===== src/inc/srid_pkg.sv =====
// constants shared by both ends of the servo remote input link
// assumes a 100 MHz system clock common to both ends
package srid_pkg;
  localparam int SRID_CLOCK_MHZ = 100;
  localparam int SRID_CLEAR_HOLD_MS = 10;
  localparam int SRID_CLEAR_HOLD_CYC = SRID_CLEAR_HOLD_MS * 1000 * SRID_CLOCK_MHZ;
  // droop clear mode and direct specification values
  localparam logic [3:0] SRID_CLR_EDGE = 4'h1;
  localparam logic [3:0] SRID_CLR_LEVEL = 4'h2;
  localparam logic [3:0] SRID_SPEC_REG = 4'h2;
  // response codes, values arbitrary
  localparam logic [15:0] SRID_RESP_OK = 16'h0000;
  localparam logic [15:0] SRID_RESP_BAD_POINT = 16'h0001;
  localparam logic [15:0] SRID_RESP_BAD_SPEC = 16'h0002;
  localparam logic [4:0] SRID_POINT_NONE = 5'h00;
  // controller register byte offsets and the control register reset value
  localparam logic [7:0] SRID_REG_CTRL = 8'h00;
  localparam logic [7:0] SRID_REG_POINT = 8'h04;
  localparam logic [7:0] SRID_REG_CMD4 = 8'h08;
  localparam logic [7:0] SRID_REG_CMD5 = 8'h0C;
  localparam logic [7:0] SRID_REG_CMD6 = 8'h10;
  localparam logic [7:0] SRID_REG_REQ = 8'h14;
  localparam logic [7:0] SRID_REG_STATUS = 8'h18;
  localparam logic [7:0] SRID_REG_IRQ_STAT = 8'h1C;
  localparam logic [7:0] SRID_REG_IRQ_CLR = 8'h20;
  localparam logic [7:0] SRID_REG_IRQ_EN = 8'h24;
  localparam logic [7:0] SRID_CTRL_RESET = 8'h00;
  // control bits
  localparam int SRID_CTRL_TLS = 0;
  localparam int SRID_CTRL_PROP = 1;
  localparam int SRID_CTRL_GAIN = 2;
  localparam int SRID_CTRL_SRC = 3;
  localparam int SRID_CTRL_TUNE_OFF = 4;
  localparam int SRID_CTRL_SPEC2 = 5;
  localparam int SRID_CTRL_AUTO_LOCK = 6;
  localparam int SRID_CTRL_LONG_LOCK = 7;
  // request bits
  localparam int SRID_REQ_POS = 0;
  localparam int SRID_REQ_SPD = 1;
  localparam int SRID_REQ_CLR = 2;
  // interrupt bits
  localparam int SRID_IRQ_POS_ACK = 0;
  localparam int SRID_IRQ_SPD_ACK = 1;
  localparam int SRID_IRQ_MOVE_FALL = 2;
  localparam int SRID_IRQ_CLR_DONE = 3;
  localparam int SRID_IRQ_BITS = 4;
endpackage


===== src/inc/srid_link_if.sv =====
// remote bits and words between the fieldbus master and the servo driver
// both ends run on the same system clock; no tristate signals
`timescale 1ns/100ps
interface srid_link_if;
  logic clearDroop;
  logic positionDemand;
  logic speedDemand;
  logic torqueLimitSelect;
  logic proportionalOnly;
  logic gainSwitch;
  logic commandSourceSelect;
  logic [4:0] pointSelect;
  logic [15:0] commandWord4;
  logic [15:0] commandWord5;
  logic [15:0] commandWord6;
  logic [15:0] responseWord2;
  logic positionAck;
  logic speedAck;
  logic movementDone;
  modport device (
    input clearDroop, positionDemand, speedDemand, torqueLimitSelect, proportionalOnly,
    input gainSwitch, commandSourceSelect, pointSelect, commandWord4, commandWord5, commandWord6,
    output responseWord2, positionAck, speedAck, movementDone
  );
  modport master (
    output clearDroop, positionDemand, speedDemand, torqueLimitSelect, proportionalOnly,
    output gainSwitch, commandSourceSelect, pointSelect, commandWord4, commandWord5, commandWord6,
    input responseWord2, positionAck, speedAck, movementDone
  );
endinterface


===== src/verilog/srid_device.sv =====
// servo driver end: decodes remote bits and command words into settings
// assumes link inputs are synchronous to clock; parameters are static levels
//
// Function
// - mode 1 clears droop once on rising edge
// - master holds clear bit at least 10 ms
// - mode 2 clears droop while bit high
// - position demand takes command words 4 and 5
// - position accept writes response and sets ack
// - speed demand takes command word 6
// - speed accept writes response and sets ack
// - select bit picks internal or forward/reverse limits
// - proportional bit makes speed loop purely proportional
// - master raises proportional bit when movement done falls, drops it once movement done is high again
// - long lock: master adds torque limit select
// - gain switch selects alternate gain set
// - master disables auto tuning before gain switching
// - source off: commands from point select bits
// - source on: commands from command words 4-6
// - register sourcing needs direct spec value 2
//
// The AHB-Lite register port and the placing of the registers were left to the implementer.
`timescale 1ns/100ps
module srid_device
  import srid_pkg::*;
(
  input wire logic clock,
  input wire logic rst_n,
  srid_link_if.device link,
  input wire logic [3:0] droopClearMode,
  input wire logic [3:0] directSpecSelect,
  input wire logic [15:0] forwardTorqueLimit,
  input wire logic [15:0] reverseTorqueLimit,
  input wire logic [15:0] internalTorqueLimit,
  input wire logic [15:0] baseGainSet,
  input wire logic [15:0] alternateGainSet,
  input wire logic motionComplete,
  output logic droopClear,
  output logic [31:0] positionSetting,
  output logic positionIsPoint,
  output logic positionLoad,
  output logic [15:0] speedSetting,
  output logic speedIsPoint,
  output logic speedLoad,
  output logic [15:0] torqueLimitFwd,
  output logic [15:0] torqueLimitRev,
  output logic proportionalMode,
  output logic [15:0] activeGainSet,
  output logic alternateGainActive
);

  typedef struct packed {
    logic clearPrev;
    logic posPrev;
    logic spdPrev;
    logic droopClear;
    logic [31:0] positionSetting;
    logic positionIsPoint;
    logic positionLoad;
    logic [15:0] speedSetting;
    logic speedIsPoint;
    logic speedLoad;
    logic [15:0] response;
    logic positionAck;
    logic speedAck;
    logic movementDone;
    logic [15:0] torqueFwd;
    logic [15:0] torqueRev;
    logic proportional;
    logic [15:0] gainSet;
    logic alternateGain;
  } srid_dev_state_t;

  srid_dev_state_t state;
  srid_dev_state_t next_state;

  // answer code for a command taken from the point bits or from the words
  function automatic logic [15:0] srid_check(
    input logic fromRegisters,
    input logic [3:0] spec,
    input logic [4:0] point
  );
    logic [15:0] code;
    code = SRID_RESP_OK;
    if (fromRegisters) begin
      if (spec != SRID_SPEC_REG) begin
        code = SRID_RESP_BAD_SPEC;
      end
    end else if (point == SRID_POINT_NONE) begin
      code = SRID_RESP_BAD_POINT;
    end
    return code;
  endfunction

  // one rising-edge rule for the clear bit in edge mode and both demand bits, so a
  // level held high can never be taken twice by any of them
  function automatic logic srid_rise(
    input logic level,
    input logic prev
  );
    return level & ~prev;
  endfunction

  logic posRise;
  logic spdRise;
  logic [15:0] posCode;
  logic [15:0] spdCode;

  always_comb begin
    next_state = state;
    next_state.clearPrev = link.clearDroop;
    next_state.posPrev = link.positionDemand;
    next_state.spdPrev = link.speedDemand;
    next_state.positionLoad = 1'b0;
    next_state.speedLoad = 1'b0;
    next_state.movementDone = motionComplete;

    // edge mode gives a single-cycle clear; the master's 10 ms hold only
    // matters to a slow sampler, here any width of one cycle or more works
    case (droopClearMode)
      SRID_CLR_EDGE: begin
        next_state.droopClear = srid_rise(link.clearDroop, state.clearPrev);
      end
      SRID_CLR_LEVEL: begin
        next_state.droopClear = link.clearDroop;
      end
      default: begin
        next_state.droopClear = 1'b0;
      end
    endcase

    posRise = srid_rise(link.positionDemand, state.posPrev);
    spdRise = srid_rise(link.speedDemand, state.spdPrev);
    posCode = srid_check(link.commandSourceSelect, directSpecSelect, link.pointSelect);
    spdCode = srid_check(link.commandSourceSelect, directSpecSelect, link.pointSelect);

    if (posRise) begin
      if (posCode == SRID_RESP_OK) begin
        if (link.commandSourceSelect) begin
          next_state.positionSetting = {link.commandWord5, link.commandWord4};
          next_state.positionIsPoint = 1'b0;
        end else begin
          next_state.positionSetting = {27'h000_0000, link.pointSelect};
          next_state.positionIsPoint = 1'b1;
        end
        next_state.positionLoad = 1'b1;
      end
      next_state.response = posCode;
      next_state.positionAck = 1'b1;
    end else if (!link.positionDemand) begin
      // ack follows the demand back down so the master can re-arm
      next_state.positionAck = 1'b0;
    end

    if (spdRise) begin
      if (spdCode == SRID_RESP_OK) begin
        if (link.commandSourceSelect) begin
          next_state.speedSetting = link.commandWord6;
          next_state.speedIsPoint = 1'b0;
        end else begin
          next_state.speedSetting = {11'h000, link.pointSelect};
          next_state.speedIsPoint = 1'b1;
        end
        next_state.speedLoad = 1'b1;
      end
      // a simultaneous position demand keeps its own code when it failed
      if (!posRise || posCode == SRID_RESP_OK) begin
        next_state.response = spdCode;
      end
      next_state.speedAck = 1'b1;
    end else if (!link.speedDemand) begin
      next_state.speedAck = 1'b0;
    end

    if (link.torqueLimitSelect) begin
      next_state.torqueFwd = internalTorqueLimit;
      next_state.torqueRev = internalTorqueLimit;
    end else begin
      next_state.torqueFwd = forwardTorqueLimit;
      next_state.torqueRev = reverseTorqueLimit;
    end

    next_state.proportional = link.proportionalOnly;
    next_state.alternateGain = link.gainSwitch;
    next_state.gainSet = link.gainSwitch ? alternateGainSet : baseGainSet;
  end

  always_ff @(posedge clock) begin
    if (!rst_n) begin
      state <= '0;
      state.response <= SRID_RESP_OK;
    end else begin
      state <= next_state;
    end
  end

  assign droopClear = state.droopClear;
  assign positionSetting = state.positionSetting;
  assign positionIsPoint = state.positionIsPoint;
  assign positionLoad = state.positionLoad;
  assign speedSetting = state.speedSetting;
  assign speedIsPoint = state.speedIsPoint;
  assign speedLoad = state.speedLoad;
  assign torqueLimitFwd = state.torqueFwd;
  assign torqueLimitRev = state.torqueRev;
  assign proportionalMode = state.proportional;
  assign activeGainSet = state.gainSet;
  assign alternateGainActive = state.alternateGain;
  assign link.responseWord2 = state.response;
  assign link.positionAck = state.positionAck;
  assign link.speedAck = state.speedAck;
  assign link.movementDone = state.movementDone;

endmodule


===== src/flat_wrapper.sv =====
// flat-port wrapper written by rule: the top's interface ports become plain ports
module srid_device_flat import srid_pkg::*;
  (clock, rst_n, droopClearMode, directSpecSelect, forwardTorqueLimit, reverseTorqueLimit, internalTorqueLimit, baseGainSet, alternateGainSet, motionComplete, droopClear, positionSetting, positionIsPoint, positionLoad, speedSetting, speedIsPoint, speedLoad, torqueLimitFwd, torqueLimitRev, proportionalMode, activeGainSet, alternateGainActive, link_clearDroop, link_positionDemand, link_speedDemand, link_torqueLimitSelect, link_proportionalOnly, link_gainSwitch, link_commandSourceSelect, link_pointSelect, link_commandWord4, link_commandWord5, link_commandWord6, link_responseWord2, link_positionAck, link_speedAck, link_movementDone);
  srid_link_if link_i ();
  input wire logic clock;
  input wire logic rst_n;
  input wire logic [3:0] droopClearMode;
  input wire logic [3:0] directSpecSelect;
  input wire logic [15:0] forwardTorqueLimit;
  input wire logic [15:0] reverseTorqueLimit;
  input wire logic [15:0] internalTorqueLimit;
  input wire logic [15:0] baseGainSet;
  input wire logic [15:0] alternateGainSet;
  input wire logic motionComplete;
  output logic droopClear;
  output logic [31:0] positionSetting;
  output logic positionIsPoint;
  output logic positionLoad;
  output logic [15:0] speedSetting;
  output logic speedIsPoint;
  output logic speedLoad;
  output logic [15:0] torqueLimitFwd;
  output logic [15:0] torqueLimitRev;
  output logic proportionalMode;
  output logic [15:0] activeGainSet;
  output logic alternateGainActive;
  input wire logic [$bits(link_i.clearDroop)-1:0] link_clearDroop;
  input wire logic [$bits(link_i.positionDemand)-1:0] link_positionDemand;
  input wire logic [$bits(link_i.speedDemand)-1:0] link_speedDemand;
  input wire logic [$bits(link_i.torqueLimitSelect)-1:0] link_torqueLimitSelect;
  input wire logic [$bits(link_i.proportionalOnly)-1:0] link_proportionalOnly;
  input wire logic [$bits(link_i.gainSwitch)-1:0] link_gainSwitch;
  input wire logic [$bits(link_i.commandSourceSelect)-1:0] link_commandSourceSelect;
  input wire logic [$bits(link_i.pointSelect)-1:0] link_pointSelect;
  input wire logic [$bits(link_i.commandWord4)-1:0] link_commandWord4;
  input wire logic [$bits(link_i.commandWord5)-1:0] link_commandWord5;
  input wire logic [$bits(link_i.commandWord6)-1:0] link_commandWord6;
  output wire logic [$bits(link_i.responseWord2)-1:0] link_responseWord2;
  output wire logic [$bits(link_i.positionAck)-1:0] link_positionAck;
  output wire logic [$bits(link_i.speedAck)-1:0] link_speedAck;
  output wire logic [$bits(link_i.movementDone)-1:0] link_movementDone;
  assign link_i.clearDroop = link_clearDroop;
  assign link_i.positionDemand = link_positionDemand;
  assign link_i.speedDemand = link_speedDemand;
  assign link_i.torqueLimitSelect = link_torqueLimitSelect;
  assign link_i.proportionalOnly = link_proportionalOnly;
  assign link_i.gainSwitch = link_gainSwitch;
  assign link_i.commandSourceSelect = link_commandSourceSelect;
  assign link_i.pointSelect = link_pointSelect;
  assign link_i.commandWord4 = link_commandWord4;
  assign link_i.commandWord5 = link_commandWord5;
  assign link_i.commandWord6 = link_commandWord6;
  assign link_responseWord2 = link_i.responseWord2;
  assign link_positionAck = link_i.positionAck;
  assign link_speedAck = link_i.speedAck;
  assign link_movementDone = link_i.movementDone;
  srid_device u_core (.clock(clock), .rst_n(rst_n), .link(link_i), .droopClearMode(droopClearMode), .directSpecSelect(directSpecSelect), .forwardTorqueLimit(forwardTorqueLimit), .reverseTorqueLimit(reverseTorqueLimit), .internalTorqueLimit(internalTorqueLimit), .baseGainSet(baseGainSet), .alternateGainSet(alternateGainSet), .motionComplete(motionComplete), .droopClear(droopClear), .positionSetting(positionSetting), .positionIsPoint(positionIsPoint), .positionLoad(positionLoad), .speedSetting(speedSetting), .speedIsPoint(speedIsPoint), .speedLoad(speedLoad), .torqueLimitFwd(torqueLimitFwd), .torqueLimitRev(torqueLimitRev), .proportionalMode(proportionalMode), .activeGainSet(activeGainSet), .alternateGainActive(alternateGainActive));
endmodule

===== config.mk =====
export PLATFORM = sky130hd
export DESIGN_NAME = srid_device_flat
export DESIGN_NICKNAME = d
export VERILOG_FILES = /design/src/inc/srid_pkg.sv /design/src/inc/srid_link_if.sv /design/src/verilog/srid_device.sv /design/src/flat_wrapper.sv
export SDC_FILE = /design/constraint.sdc
export NUM_CORES = 1
export LEC_CHECK = 0
export BUFFER_PORTS_ARGS = -buffer_cell sky130_fd_sc_hd__buf_2
export CORE_MARGIN = 2
export CORE_UTILIZATION = 40
export CTS_CLUSTER_DIAMETER = 120
export DETAILED_ROUTE_END_ITERATION = 8
export MAX_ROUTING_LAYER = met4
export PLACE_DENSITY = 0.72
export SLEW_MARGIN = 25
export SYNTH_ARGS = -nofsm -noshare
export SYNTH_HDL_FRONTEND = slang
export SYNTH_SLANG_ARGS = --single-unit

===== constraint.sdc =====
create_clock -name clock -period 2.3 [get_ports clock]
set_input_delay 0.23 -clock clock [delete_from_list [all_inputs] [get_ports clock]]
set_output_delay 0.23 -clock clock [all_outputs]
set_load 0.05 [all_outputs]

==> qor.yml <==
sta:
  fmax_mhz: 609
  fin_skew_ns: 0.00591
  period_minus_slack_ns: 1.64
  fin_setup_tns_ns: 0
  max_slew.worst_pin.slew_ns: 0.780
  slew_viol_final: 0
  post-route-period-util_pct: 71.4
  slew_headroom_pct: 48.0
  hold_viol: 0
  rsz0062_at_grt: "false"
  setup_viol: 0
  finalWorstSetupSlack_ns: 0.658
logic_synthesis:
  netlist_area_mm2: 0.00518
  yosysUniqueCellTypes: 28
  synth.ff_latch_count: 125
  syn_nets: 665
  ys_seq_area_share_pct: 48.3
  syn_inst: 514
  syn_area_per_cell_um2: 10.1
  yosysWarnings: 0
global_routing:
  overflow: 0
  antenna_found_initial: 0
  grt_pass1_wl_um: 19300
  grt_pass1_vias: 4015
  grt_max_degree: 49
  grtUsageTotal_pct: 18.0
cts:
  post-cts-setup-buffers: 0
  insertion_delay_ns: 0.41
  cts_tree: "yes"
  holdBufCountCts: 2
  cts_buffers: 17
  htreeDepth: 4
  clk_pin_slew_worst_paths_ns: 0.05
  cts_sinks: 125
  clockBufferDepth: 2
  cts_root_buffer: "clkbuf_16"
  cts.repair.resized: 0
worst_setup_path:
  r2r_setup_slack_ns: 0.71
  reg2reg_from: "u_core.state[122]"
  crit_chain: "buf_2, or4b_4, a221o_1, a32o_1"
  arrival_ns: 1.94
  start_kind: "primary input"
  cp_slowest_cell: "a221o_1"
  required_ns: 2.59
  worst_setup_path_end_kind: "flop"
  crit_fanout: 18
  r2r_cells: 3
  slowest_delay_ns: 0.66
  crit_type: "primary input to flop"
  rr_endpoint: "u_core.speedSetting[7]"
floorplan:
  ios: 273
  start_util_pct: 41.0
  rows: 41
  die_w_um: 118
  core-area_mm2: 0.0126
  die_area_mm2: 0.0139
  die_h_um: 118
pwr:
  leakage_nw: 3.26
  max-vdd-ir-drop_mv: 0.514
  powerDensity_mw_per_mm2: 903
  p_total_mw: 5.82
worst_hold_path:
  min_to: "u_core.speedSetting[9]"
  hold_depth: 2
  hold_class: "primary input to flop"
  hold_start: "link_commandWord6[9]"
detailed_routing:
  wl_per_cell_um: 14.3
  dr.first_iter.drc_count: 164
  antenna_left: 0
  drcViolationCount: 0
  wl_um: 12200
  vias: 4007
  via_per_inst: 4.69
  dr.pass1.iters: 4
placed_design:
  io_buffers: 272
  place_area_mm2: 0.00579
  place_hpwl_um: 9230
  place_ws_ns: 0.231
  place.gp.congestion: 0.903
cells_and_area:
  n_antenna_cell: 0
  nets: 821
  drive_gt1_share_pct: 46.8
  syn_to_final_growth_pct: 24.5
  fin_area_mm2: 0.00645
flow_run:
  drv_cap: 0
outcome:
  status: "completed"
final cells by class:
class,instances,area (um^2)
multi-input combinational,240,1640
clock inverter,6,130
sequential,125,2500
inverter,5,18.8
timing repair buffer,281,1430
clock buffer,25,505
fill,1180,6170
tap,172,215
report_power, final:
group	internal (mW)	switching [mW]	leakage, nW
registers	2.25	0.0266	1.02
clock network	1.95	0.885	0.313
logic	0.231	0.482	1.92
metrics by stage:
stage | util, % | hold slack (ns) | cells
floorplan | - | 0.307 | 514
global placement | 45.9 | 0.393 | 821
detailed placement | 45.9 | 0.401 | 821
CTS | 51.1 | 0.0106 | 854
global route | 51.1 | 0.0169 | 854
finish | 51.1 | 0.0304 | 854
registers in the layout (all words and copies together) (netlist names):
| signal | count |
|---|---|
| u_core.speedLoad | 1 |
| u_core.positionSetting | 32 |
| u_core.state | 3 |
| u_core.link.movementDone | 1 |
| u_core.positionLoad | 1 |
| u_core.activeGainSet | 16 |
| u_core.speedIsPoint | 1 |
| u_core.torqueLimitRev | 16 |
| u_core.droopClear | 1 |
| u_core.alternateGainActive | 1 |
| u_core.proportionalMode | 1 |
| u_core.link.positionAck | 1 |
| u_core.link.responseWord2 | 16 |
| u_core.link.speedAck | 1 |
| u_core.speedSetting | 16 |
| u_core.positionIsPoint | 1 |
| u_core.torqueLimitFwd | 16 |
cells in the final DEF (no fill, tap or decap), drive strengths merged, types with 20 or more instances in the layout:
cell type	Yosys	layout
nand2b	34	34
buf	123	279
clkbuf	21	25
mux2i	27	27
and2	20	20
a21oi	34	34
nand2	36	36
nor2	20	20
dfxtp	125	125
a32o	38	38
synth_stat cells:
cell	instances	share of area [%]
buf_2	3	0.29
nand2_1	36	2.6
or4b_4	1	0.27
nand3_1	2	0.19
inv_2	1	0.072
buf_8	1	0.29
and4b_1	2	0.39
nor3_1	1	0.097
mux2i_1	27	5.2
nor2b_1	2	0.24
a221o_1	2	0.39
a31oi_1	2	0.24
mux2_2	10	2.2
nand2b_1	34	4.1
nor4b_1	2	0.34
a21boi_0	4	0.58
buf_1	2	0.15
a21oi_1	34	3.3
clkbuf_1	21	1.5
dfxtp_1	125	48
nor2_1	20	1.4
a32o_1	38	7.3
buf_4	112	16
and2_1	20	2.4
nor4_1	1	0.12
buf_6	5	1.1
o211ai_1	2	0.29
inv_1	4	0.29
critical path, delay by kind of cell:
family / cells / cell delay [ns]
and+or+nand+nor: 1 / 0.55
buffers and inverters: 1 / 0.11
AOI/OAI and AO/OA: 2 / 1.05
kinds of logic after synthesis:
| family | after synthesis | synth area share [%] |
|---|---|---|
| AO/OA/AOI/OAI | 82 | 12.1 |
| multiplexers | 37 | 7.39 |
| AND/OR/NAND/NOR | 121 | 12.2 |
| flip-flops | 125 | 48.3 |
| buffers and inverters | 149 | 19.9 |
how the worst max path moves through the flow:
stage	from	endpoint	slack (ns)	cells after the start
floorplan	directSpecSelect[0]	u_core.positionSetting[28]	0.56	5
CTS	directSpecSelect[0]	u_core.speedSetting[7]	0.67	4
global placement	directSpecSelect[0]	u_core.speedSetting[6]	0.29	4
global route	u_core.state[122]	u_core.speedIsPoint	0.59	3
finish	directSpecSelect[0]	u_core.speedSetting[7]	0.66	4
detailed placement	directSpecSelect[0]	u_core.speedSetting[7]	0.23	4
metal layers:
metal | global-route usage (%) | part of all wire [%] | up-vias
met5 | - | 0 | -
met4 | 8.73 | 2.8 | 0
met3 | 4.99 | 6.6 | 22
met2 | 29.9 | 49 | 188
met1 | 20.0 | 41 | 1845
li1 | - | - | 1952
Power figures use the tool's default switching activity.
